[src/design/tg_pkg.sv]
// constants, register map and mode codes of the timing generator
// assumes one 250 MHz system clock and byte-wide register port
package tg_pkg;

   // register offsets
   localparam logic [15:0] TBGC_ADDR = 16'h0036;
   localparam logic [15:0] SC1_ADDR = 16'h0038;
   localparam logic [15:0] SC2_ADDR = 16'h0039;

   // reset values
   localparam logic [7:0] TBGC_RST = 8'h00;
   localparam logic [7:0] SC1_RST = 8'h00;
   localparam logic [7:0] SC2_RST = 8'h80;

   // time_base_generator_control fields
   localparam int DV7_BIT = 4;
   localparam int TBEN_BIT = 3;
   localparam int TBCK_LSB = 0;

   // system_control_one fields
   localparam int STOP_BIT = 7;
   localparam int RELM_BIT = 6;
   localparam int RETM_BIT = 5;

   // system_control_two fields
   localparam int XEN_BIT = 7;
   localparam int SLOW_OSC_ENABLE_BIT = 6;
   localparam int MAIN_CLOCK_SELECT_BIT = 5;
   localparam int DOZE_BIT = 4;
   localparam int HALT_BIT = 2;
   localparam logic [7:0] SC2_WMASK = 8'hf4;

   // oscillator ticks counted as warm-up after stop release
   localparam logic [15:0] WARMUP_TICKS = 16'h0100;

   // output flag positions
   localparam int FL_CPU_HALT = 0;
   localparam int FL_PERIPH_EN = 1;
   localparam int FL_TBT_EN = 2;
   localparam int FL_FAST_ON = 3;
   localparam int FL_SLOW_ON = 4;
   localparam int FL_PINS_PORT = 5;
   localparam int FL_MAIN_SLOW = 6;

   typedef enum logic [3:0] {
      single_clock_fast_run = 4'h0,
      single_clock_doze = 4'h1,
      single_clock_deep_doze = 4'h2,
      fast_dual_run = 4'h3,
      fast_dual_doze = 4'h4,
      slow_dual_run = 4'h5,
      slow_only_run = 4'h6,
      slow_only_doze = 4'h7,
      slow_dual_doze = 4'h8,
      slow_deep_doze = 4'h9,
      stop_hold = 4'ha,
      stop_warm = 4'hb
   } mode_e;

endpackage

[src/design/timing_generator_mode_control.sv]
// timing generator and operating-mode control of an 8-bit controller
// assumes fc/fs oscillator pins and stop pin are asynchronous; irq_req
// and master_interrupt_enable come from logic on clk_sys
`timescale 1ns/1ps
`default_nettype none

module timing_generator_mode_control (
   input wire logic clk_sys,
   input wire logic rst,
   input wire logic [15:0] addr,
   input wire logic [7:0] wdata,
   input wire logic wr,
   input wire logic rd,
   output logic [7:0] rdata,
   input wire logic fc_clk,
   input wire logic fs_clk,
   input wire logic stop_pin,
   input wire logic irq_req,
   input wire logic master_interrupt_enable,
   output logic [3:0] mode,
   output logic cpu_halt,
   output logic wdt_halt,
   output logic periph_clk_en,
   output logic tbt_clk_en,
   output logic fast_osc_on,
   output logic slow_osc_on,
   output logic slow_pins_are_port,
   output logic main_clk_slow,
   output logic main_tick,
   output logic [1:0] machine_state,
   output logic [22:0] divider,
   output logic time_base_interrupt_set,
   output logic wake,
   output logic wake_service
);

   typedef struct packed {
      tg_pkg::mode_e mode;
      logic [7:0] tbgc;
      logic [7:0] sc1;
      logic [7:0] sc2;
      logic [1:0] pre;
      logic [5:0] lo;
      logic [14:0] hi;
      logic [1:0] mstate;
      logic [15:0] warm;
      logic ret_fast;
      logic from_fast;
      logic tb_entry_en;
      logic tap_prev;
      logic [2:0] fc_s;
      logic [2:0] fs_s;
      logic [2:0] stp_s;
      logic [7:0] rdata;
      logic [6:0] flags;
      logic main_tick;
      logic tb_set;
      logic wake;
      logic wake_svc;
   } state_s;

   localparam state_s RST_Q = '{
      mode: tg_pkg::single_clock_fast_run,
      tbgc: tg_pkg::TBGC_RST,
      sc1: tg_pkg::SC1_RST,
      sc2: tg_pkg::SC2_RST,
      flags: 7'h2e,
      default: '0
   };

   state_s q;
   state_s n;

   // slow modes other than slow dual run: fast oscillator off or divider front stopped
   function automatic logic front_stopped(input tg_pkg::mode_e m);
      front_stopped = (m == tg_pkg::slow_only_run) ||
         (m == tg_pkg::slow_only_doze) || (m == tg_pkg::slow_dual_doze) ||
         (m == tg_pkg::slow_deep_doze);
   endfunction

   // modes whose main clock is fs
   function automatic logic main_is_slow(input tg_pkg::mode_e m);
      main_is_slow = front_stopped(m) || (m == tg_pkg::slow_dual_run);
   endfunction

   // flag vector shown on the outputs for a mode
   function automatic logic [6:0] mode_flags(input tg_pkg::mode_e m,
                                             input logic slow_osc_enable,
                                             input logic ret_fast);
      logic run;
      logic deep;
      logic stp;
      logic single;
      logic [6:0] f;
      run = (m == tg_pkg::single_clock_fast_run) ||
         (m == tg_pkg::fast_dual_run) || (m == tg_pkg::slow_dual_run) ||
         (m == tg_pkg::slow_only_run);
      deep = (m == tg_pkg::single_clock_deep_doze) ||
         (m == tg_pkg::slow_deep_doze);
      stp = (m == tg_pkg::stop_hold) || (m == tg_pkg::stop_warm);
      single = (m == tg_pkg::single_clock_fast_run) ||
         (m == tg_pkg::single_clock_doze) ||
         (m == tg_pkg::single_clock_deep_doze);
      f = '0;
      f[tg_pkg::FL_CPU_HALT] = ~run;
      f[tg_pkg::FL_PERIPH_EN] = ~deep & ~stp;
      f[tg_pkg::FL_TBT_EN] = ~stp;
      f[tg_pkg::FL_FAST_ON] = stp ? (m == tg_pkg::stop_warm) & ret_fast :
         ~((m == tg_pkg::slow_only_run) || (m == tg_pkg::slow_only_doze) ||
           (m == tg_pkg::slow_deep_doze));
      f[tg_pkg::FL_SLOW_ON] = stp ? (m == tg_pkg::stop_warm) & ~ret_fast :
         ~single & slow_osc_enable;
      f[tg_pkg::FL_PINS_PORT] = single;
      f[tg_pkg::FL_MAIN_SLOW] = main_is_slow(m);
      mode_flags = f;
   endfunction

   // time-base source tap picked by the three select bits
   function automatic logic tb_tap(input logic [2:0] sel,
                                   input logic [14:0] hi);
      unique case (sel)
         3'h0: tb_tap = hi[14];
         3'h1: tb_tap = hi[12];
         3'h2: tb_tap = hi[10];
         3'h3: tb_tap = hi[7];
         3'h4: tb_tap = hi[6];
         3'h5: tb_tap = hi[5];
         3'h6: tb_tap = hi[4];
         3'h7: tb_tap = hi[2];
      endcase
   endfunction

   logic fc_tick;
   logic fs_tick;
   logic stp_rise;
   logic stp_lvl;
   logic pre_carry;
   logic lo_carry;
   logic in7;
   logic tap_now;
   logic tap_fall;
   logic wr_tbgc;
   logic wr_sc1;
   logic wr_sc2;
   logic clr_div;
   logic go_stop;
   logic [7:0] sc2_rd;

   // next-state logic; oscillator pins are sampled into tick pulses
   always_comb begin
      n = q;
      n.main_tick = 1'b0;
      n.tb_set = 1'b0;
      n.wake = 1'b0;
      n.wake_svc = 1'b0;
      clr_div = 1'b0;
      go_stop = 1'b0;

      // first sync stage is read only by the second
      n.fc_s = {q.fc_s[1:0], fc_clk};
      n.fs_s = {q.fs_s[1:0], fs_clk};
      n.stp_s = {q.stp_s[1:0], stop_pin};
      fc_tick = q.fc_s[1] & ~q.fc_s[2] & q.flags[tg_pkg::FL_FAST_ON];
      fs_tick = q.fs_s[1] & ~q.fs_s[2] & q.flags[tg_pkg::FL_SLOW_ON];
      stp_rise = q.stp_s[1] & ~q.stp_s[2];
      stp_lvl = q.stp_s[1];

      // prescaler and divider chain
      pre_carry = fc_tick & ~front_stopped(q.mode) & (q.pre == 2'h3);
      lo_carry = pre_carry & (q.lo == 6'h3f);
      if ((q.mode == tg_pkg::stop_warm) && q.from_fast) begin
         in7 = lo_carry;
      end else if (main_is_slow(q.mode) ||
                   (q.mode == tg_pkg::stop_warm)) begin
         in7 = fs_tick;
      end else if (q.tbgc[tg_pkg::DV7_BIT]) begin
         in7 = fs_tick;
      end else begin
         in7 = lo_carry;
      end
      if (fc_tick & ~front_stopped(q.mode)) begin
         n.pre = q.pre + 2'h1;
      end
      if (pre_carry) begin
         n.lo = q.lo + 6'h01;
      end
      if (in7) begin
         n.hi = q.hi + 15'h0001;
      end

      // main clock and machine-cycle states
      if (main_is_slow(q.mode)) begin
         n.main_tick = fs_tick;
      end else if ((q.mode != tg_pkg::stop_hold) &&
                   (q.mode != tg_pkg::stop_warm)) begin
         n.main_tick = fc_tick;
      end
      if (q.main_tick) begin
         n.mstate = q.mstate + 2'h1;
      end

      // time-base falling edge for deep doze exit
      tap_now = tb_tap(q.tbgc[tg_pkg::TBCK_LSB +: 3], q.hi);
      n.tap_prev = tap_now;
      tap_fall = q.tap_prev & ~tap_now;

      // register writes
      wr_tbgc = wr && (addr == tg_pkg::TBGC_ADDR);
      wr_sc1 = wr && (addr == tg_pkg::SC1_ADDR);
      wr_sc2 = wr && (addr == tg_pkg::SC2_ADDR);
      if (wr_tbgc) begin
         n.tbgc = wdata;
      end
      if (wr_sc1) begin
         n.sc1 = wdata;
      end
      if (wr_sc2) begin
         n.sc2 = wdata & tg_pkg::SC2_WMASK;
      end

      // mode transitions
      unique case (q.mode)
         tg_pkg::single_clock_fast_run: begin
            if (wr_sc2 && wdata[tg_pkg::DOZE_BIT]) begin
               n.mode = tg_pkg::single_clock_doze;
            end else if (wr_sc2 && wdata[tg_pkg::HALT_BIT]) begin
               n.mode = tg_pkg::single_clock_deep_doze;
               n.tb_entry_en = q.tbgc[tg_pkg::TBEN_BIT];
            end else if (wr_sc2 && wdata[tg_pkg::SLOW_OSC_ENABLE_BIT]) begin
               n.mode = tg_pkg::fast_dual_run;
            end
            go_stop = wr_sc1 && wdata[tg_pkg::STOP_BIT];
         end
         tg_pkg::fast_dual_run: begin
            if (wr_sc2 && wdata[tg_pkg::DOZE_BIT]) begin
               n.mode = tg_pkg::fast_dual_doze;
            end else if (wr_sc2 && wdata[tg_pkg::MAIN_CLOCK_SELECT_BIT]) begin
               n.mode = tg_pkg::slow_dual_run;
            end else if (wr_sc2 && !wdata[tg_pkg::SLOW_OSC_ENABLE_BIT]) begin
               n.mode = tg_pkg::single_clock_fast_run;
            end
            go_stop = wr_sc1 && wdata[tg_pkg::STOP_BIT];
         end
         tg_pkg::slow_dual_run: begin
            if (wr_sc2 && wdata[tg_pkg::DOZE_BIT]) begin
               n.mode = tg_pkg::slow_dual_doze;
            end else if (wr_sc2 && wdata[tg_pkg::HALT_BIT]) begin
               n.mode = tg_pkg::slow_deep_doze;
               n.tb_entry_en = q.tbgc[tg_pkg::TBEN_BIT];
            end else if (wr_sc2 && !wdata[tg_pkg::MAIN_CLOCK_SELECT_BIT]) begin
               n.mode = tg_pkg::fast_dual_run;
            end else if (wr_sc2 && !wdata[tg_pkg::XEN_BIT]) begin
               n.mode = tg_pkg::slow_only_run;
            end
            go_stop = wr_sc1 && wdata[tg_pkg::STOP_BIT];
         end
         tg_pkg::slow_only_run: begin
            if (wr_sc2 && wdata[tg_pkg::DOZE_BIT]) begin
               n.mode = tg_pkg::slow_only_doze;
            end else if (wr_sc2 && wdata[tg_pkg::HALT_BIT]) begin
               n.mode = tg_pkg::slow_deep_doze;
               n.tb_entry_en = q.tbgc[tg_pkg::TBEN_BIT];
            end else if (wr_sc2 && wdata[tg_pkg::XEN_BIT]) begin
               n.mode = tg_pkg::slow_dual_run;
            end
            go_stop = wr_sc1 && wdata[tg_pkg::STOP_BIT];
         end
         tg_pkg::single_clock_doze, tg_pkg::fast_dual_doze,
         tg_pkg::slow_only_doze, tg_pkg::slow_dual_doze: begin
            if (irq_req) begin
               // doze bit clears itself on release
               n.sc2[tg_pkg::DOZE_BIT] = 1'b0;
               n.wake = 1'b1;
               n.wake_svc = master_interrupt_enable;
               if (q.mode == tg_pkg::single_clock_doze) begin
                  n.mode = tg_pkg::single_clock_fast_run;
               end else if (q.mode == tg_pkg::fast_dual_doze) begin
                  n.mode = tg_pkg::fast_dual_run;
               end else if (q.mode == tg_pkg::slow_only_doze) begin
                  n.mode = tg_pkg::slow_only_run;
               end else begin
                  n.mode = tg_pkg::slow_dual_run;
               end
            end
         end
         tg_pkg::single_clock_deep_doze, tg_pkg::slow_deep_doze: begin
            if (tap_fall) begin
               n.sc2[tg_pkg::HALT_BIT] = 1'b0;
               n.wake = 1'b1;
               n.tb_set = q.tb_entry_en;
               n.mode = (q.mode == tg_pkg::slow_deep_doze) ?
                  tg_pkg::slow_only_run :
                  tg_pkg::single_clock_fast_run;
            end
         end
         tg_pkg::stop_hold: begin
            // release by level or by rising edge of the stop pin
            if (q.sc1[tg_pkg::RELM_BIT] ? stp_lvl : stp_rise) begin
               n.mode = tg_pkg::stop_warm;
               n.warm = '0;
               clr_div = 1'b1;
            end
         end
         tg_pkg::stop_warm: begin
            if (q.ret_fast ? fc_tick : fs_tick) begin
               n.warm = q.warm + 16'h0001;
            end
            if (q.warm == tg_pkg::WARMUP_TICKS) begin
               n.sc1[tg_pkg::STOP_BIT] = 1'b0;
               n.wake = 1'b1;
               clr_div = 1'b1;
               if (!q.ret_fast) begin
                  n.mode = tg_pkg::slow_only_run;
               end else if (q.sc2[tg_pkg::SLOW_OSC_ENABLE_BIT]) begin
                  n.mode = tg_pkg::fast_dual_run;
               end else begin
                  n.mode = tg_pkg::single_clock_fast_run;
               end
            end
         end
         default: begin
            n.mode = tg_pkg::single_clock_fast_run;
         end
      endcase

      // stop entry holds state and remembers the return path
      if (go_stop) begin
         n.mode = tg_pkg::stop_hold;
         n.ret_fast = ~wdata[tg_pkg::RETM_BIT];
         n.from_fast = ~main_is_slow(q.mode);
         clr_div = 1'b1;
      end
      if (clr_div) begin
         n.pre = '0;
         n.lo = '0;
         n.hi = '0;
      end

      n.flags = mode_flags(n.mode, n.sc2[tg_pkg::SLOW_OSC_ENABLE_BIT], n.ret_fast);

      // read data, valid the cycle after the strobe; clock select reads
      // back the clock actually in use, not what was written
      sc2_rd = q.sc2;
      sc2_rd[tg_pkg::MAIN_CLOCK_SELECT_BIT] = q.flags[tg_pkg::FL_MAIN_SLOW];
      n.rdata = 8'h00;
      if (rd) begin
         if (addr == tg_pkg::TBGC_ADDR) begin
            n.rdata = q.tbgc;
         end else if (addr == tg_pkg::SC1_ADDR) begin
            n.rdata = q.sc1 & 8'hfc;
         end else if (addr == tg_pkg::SC2_ADDR) begin
            n.rdata = sc2_rd;
         end
      end
   end

   // single state register; synchronous reset
   always_ff @(posedge clk_sys) begin
      if (rst) begin
         q <= RST_Q;
      end else begin
         q <= n;
      end
   end

   // outputs taken straight from state bits
   assign rdata = q.rdata;
   assign mode = q.mode;
   assign cpu_halt = q.flags[tg_pkg::FL_CPU_HALT];
   assign wdt_halt = q.flags[tg_pkg::FL_CPU_HALT];
   assign periph_clk_en = q.flags[tg_pkg::FL_PERIPH_EN];
   assign tbt_clk_en = q.flags[tg_pkg::FL_TBT_EN];
   assign fast_osc_on = q.flags[tg_pkg::FL_FAST_ON];
   assign slow_osc_on = q.flags[tg_pkg::FL_SLOW_ON];
   assign slow_pins_are_port = q.flags[tg_pkg::FL_PINS_PORT];
   assign main_clk_slow = q.flags[tg_pkg::FL_MAIN_SLOW];
   assign main_tick = q.main_tick;
   assign machine_state = q.mstate;
   assign divider = {q.hi, q.lo, q.pre};
   assign time_base_interrupt_set = q.tb_set;
   assign wake = q.wake;
   assign wake_service = q.wake_svc;

endmodule

`default_nettype wire

[config.mk]
export PLATFORM = sky130hd
export DESIGN_NAME = timing_generator_mode_control
export DESIGN_NICKNAME = d
export VERILOG_FILES = /design/src/design/tg_pkg.sv /design/src/design/timing_generator_mode_control.sv
export SDC_FILE = /design/constraint.sdc
export NUM_CORES = 1
export LEC_CHECK = 0
export ABC_AREA = 1
export BUFFER_PORTS_ARGS = -buffer_cell sky130_fd_sc_hd__buf_2
export CORE_MARGIN = 5
export CORE_UTILIZATION = 52
export DETAILED_ROUTE_END_ITERATION = 8
export PLACE_DENSITY = 0.77
export SETUP_SLACK_MARGIN = 0.15
export SLEW_MARGIN = 10
export SYNTH_ARGS = -nofsm -noshare
export SYNTH_HDL_FRONTEND = slang
export SYNTH_SLANG_ARGS = --single-unit
[constraint.sdc]
create_clock -name clk_sys -period 1.7 [get_ports clk_sys]
set_input_delay 0.085 -clock clk_sys [delete_from_list [all_inputs] [get_ports clk_sys]]
set_output_delay 0.085 -clock clk_sys [all_outputs]
set_load 0.02 [all_outputs]
==> impl_metrics.tcl <==
set metrics [dict create \
    grt_max_degree 25 \
    hold_viol 0 \
    rsz0062_at_grt "yes" \
    grt_antenna_before_repair 0 \
    io_pins 82 \
    tightest_slew_ns 0.702 \
    whs_path_depth 3 \
    ant_nets 0 \
    synth_edf_count 0 \
    final_max_slew_viol_count 0 \
    cts_max_path_buffers 2 \
    die_area_um2 12200 \
    ys_ff_latch 95 \
    clk_pin_slew_ns 0.10 \
    synthCells 767 \
    clkSinkCount 95 \
    grt_pass1_vias 5465 \
    worstSetupEndpointType "register" \
    start_util_pct 53.4 \
    drt_pass1_iterations 5 \
    ff2ff_path_depth 18 \
    crit_type "register to register" \
    grt_pass1_wl_um 26200 \
    num_rows 36 \
    yosys.area.top_type_share_pct 36.3 \
    switching_power_mw 1.01 \
    syn_to_final_growth_pct 53.9 \
    cts_tree "yes" \
    yosysWarnings 0 \
    wirelength_um 19700 \
    r2r_setup_slack_ns -0.58 \
    hold_class "input port to register" \
    setup_ws_ns -0.578 \
    startpoint_type "register" \
    core_um2 9820 \
    root_buffer "clkbuf_8" \
    synthArstFlopShare_pct 0 \
    worstPathMaxFanout 4 \
    drive_gt1_share_pct 47.9 \
    grt.total_usage_pct 27.4 \
    power.leakage_nw 3.85 \
    yosys-top-cells-area "dfxtp_1 36%, nand2_1 12%, inv_1 7.6%, nor2_1 6.3%, buf_4 5.7%" \
    required_ns 1.98 \
    synth-seq-area-share_pct 36.3 \
    place_hpwl_um 11900 \
    r2r-start "mode[2]" \
    maxCapViolations 0 \
    clk_latency_ns 0.37 \
    drc 0 \
    arrival_ns 2.56 \
    post-route-period-util_pct 134 \
    worstHoldStart "wdata[0]" \
    numPortBuffers 81 \
    period_needed_ns 2.28 \
    hold_slack_ns 0.0297 \
    r2r-end "q[47]" \
    min_to "q[89]" \
    syn_nets 805 \
    max_freq_ghz 0.439 \
    drt-initial-drc-count 473 \
    die_y_um 110 \
    violations "negative setup slack" \
    viasPerCell 5.57 \
    ir_worst_vdd_uv 454 \
    die_w_um 110 \
    syn-cell-area_um2 5240 \
    overflow 0 \
    internal_power_mw 2.90 \
    diodes 0 \
    cts_buffers 9 \
    swShare_pct 25.9 \
    wl_per_cell_um 17.5 \
    fin_skew_ns 0.0162 \
    finish.utilization_pct 82.1 \
    syn_area_per_cell_um2 6.83 \
    ys_types 39 \
    total_power_mw 3.91 \
    synthFlopType "dfxtp_1" \
    synth_top_area_cell "dfxtp_1" \
    outcome "finished, violations left" \
    final_nets 1030 \
    gp_routability_congestion 0.921 \
    cts_max_level 3 \
    powerDensity_nw_per_um2 485 \
    setup_violations 50 \
    p_seq_share_pct 57.1 \
    dr_total_vias 6293 \
    clockPowerShare_pct 36.7 \
    max-slew-margin-rel_pct 52.6 \
    power_frac_comb_pct 6.1 \
]
worst max path at each step:
stage                        from  slack (ns)     endpoint
after floorplan           mode[1]       -0.15  divider[12]
after global placement    mode[1]       -0.33  divider[13]
after detailed placement  mode[0]       -0.34        q[47]
after CTS                 mode[2]       -0.26        q[47]
after global routing      mode[2]       -0.61        q[47]
final                     mode[2]       -0.58        q[47]
per-layer routing:
layer  global-route usage [%]  share of wire (%)  vias up
met4                     7.92                5.2        0
met3                     4.60                9.3      109
met5                        0                  0        -
met2                     46.1                 48      373
met1                     36.0                 38     2915
li1                         -                  -     2896
worst max-delay path: stages (launching register included):
cell and delay, ns:
dfxtp_2 0.35, inv_2 0.08, nand2_4 0.08, buf_12 0.14, nor2_4 0.13, nand2_2 0.09, nor2_4 0.12, nor2_4 0.06
nor2_4 0.10, nand2_2 0.08, nor2_4 0.11, nand2_2 0.10, nor2_4 0.13, nand2_4 0.08, nor2_4 0.11, nand2_1 0.10
nand2_1 0.09, nand2_1 0.06, nor2_1 0.18
sequential cells by signal, indices dropped and copies added (netlist names):
signal and flops:
cpu_halt 1, divider 23, fast_osc_on 1, machine_state 2, main_clk_slow 1, main_tick 1, mode 4, n 6
periph_clk_en 1, q 41, rdata 8, slow_osc_on 1, slow_pins_are_port 1, tbt_clk_en 1, time_base_interrupt_set 1, wake 1
wake_service 1
cells in the mapped netlist, types with 9 or more instances:
library cell	number
nor2_1	88
xor2_1	9
a21oi_1	51
o21ai_0	38
nand2_2	9
nor3_1	14
inv_1	106
nand4_1	15
nand2_1	162
dfxtp_1	95
buf_4	40
nand3_1	58
power by group through the flow:
| stage | logic, mW | registers, mW | clock network (mW) |
|---|---|---|---|
| after floorplan | 0.0885 | 2.29 | 0 |
| after global placement | 0.177 | 2.29 | 0 |
| after detailed placement | 0.182 | 2.29 | 0 |
| after CTS | 0.201 | 2.24 | 1.43 |
| after global routing | 0.258 | 2.24 | 1.54 |
| final | 0.240 | 2.24 | 1.44 |
layout by cell type (no fill, tap or decap), drive strengths merged, types with 9 or more instances in the layout:
cell,count
clkbuf,11
nand4,17
nand2,174
nor2,101
buf,255
nand3,61
xor2,9
dfxtp,95
inv,114
o21ai,38
nor3,15
a21oi,53
cell type report:
| type | count | area, µm² |
|---|---|---|
| timing repair buffer | 262 | 1940 |
| timing repair inverter | 2 | 27.5 |
| fill | 617 | 1760 |
| clock inverter | 5 | 32.5 |
| tap | 133 | 166 |
| clock buffer | 11 | 141 |
| inverter | 114 | 483 |
| sequential | 95 | 1920 |
| multi-input combinational | 508 | 3350 |
what timing repair did:
item                                    4_1_cts  5_1_grt
buffers inserted                             27       19
pin swaps                                    14       46
endpoints found under the setup margin       53       59
endpoints found under the hold margin         7        0
hold buffers                                  7        0
cloned                                        1        3
gates resized for setup                      79      171
kinds of logic after synthesis:
family | Yosys count | share of synthesized area (%)
buffers and inverters | 165 | 15.4
adders and majority gates | 5 | 1.19
and+or+nand+nor | 373 | 32.3
xor gates and xnor gates | 12 | 2.01
DFF | 95 | 36.3
AOI/OAI and AO/OA | 117 | 12.8
stage by stage:
stage / cell area, µm² / instances / worst slack, ns / TNS (ns)
4_1_cts: 7250 / 1108 / -0.256 / -7.56
2_1_floorplan: 5350 / 767 / -0.150 / -2.11
6_report: 8060 / 1130 / -0.578 / -13.12
3_5_place_dp: 6510 / 1057 / -0.343 / -9.64
3_3_place_gp: 6510 / 1057 / -0.335 / -7.54
5_1_grt: 8060 / 1130 / -0.607 / -17.40
Note: power is estimated with default switching activity, not from simulation.
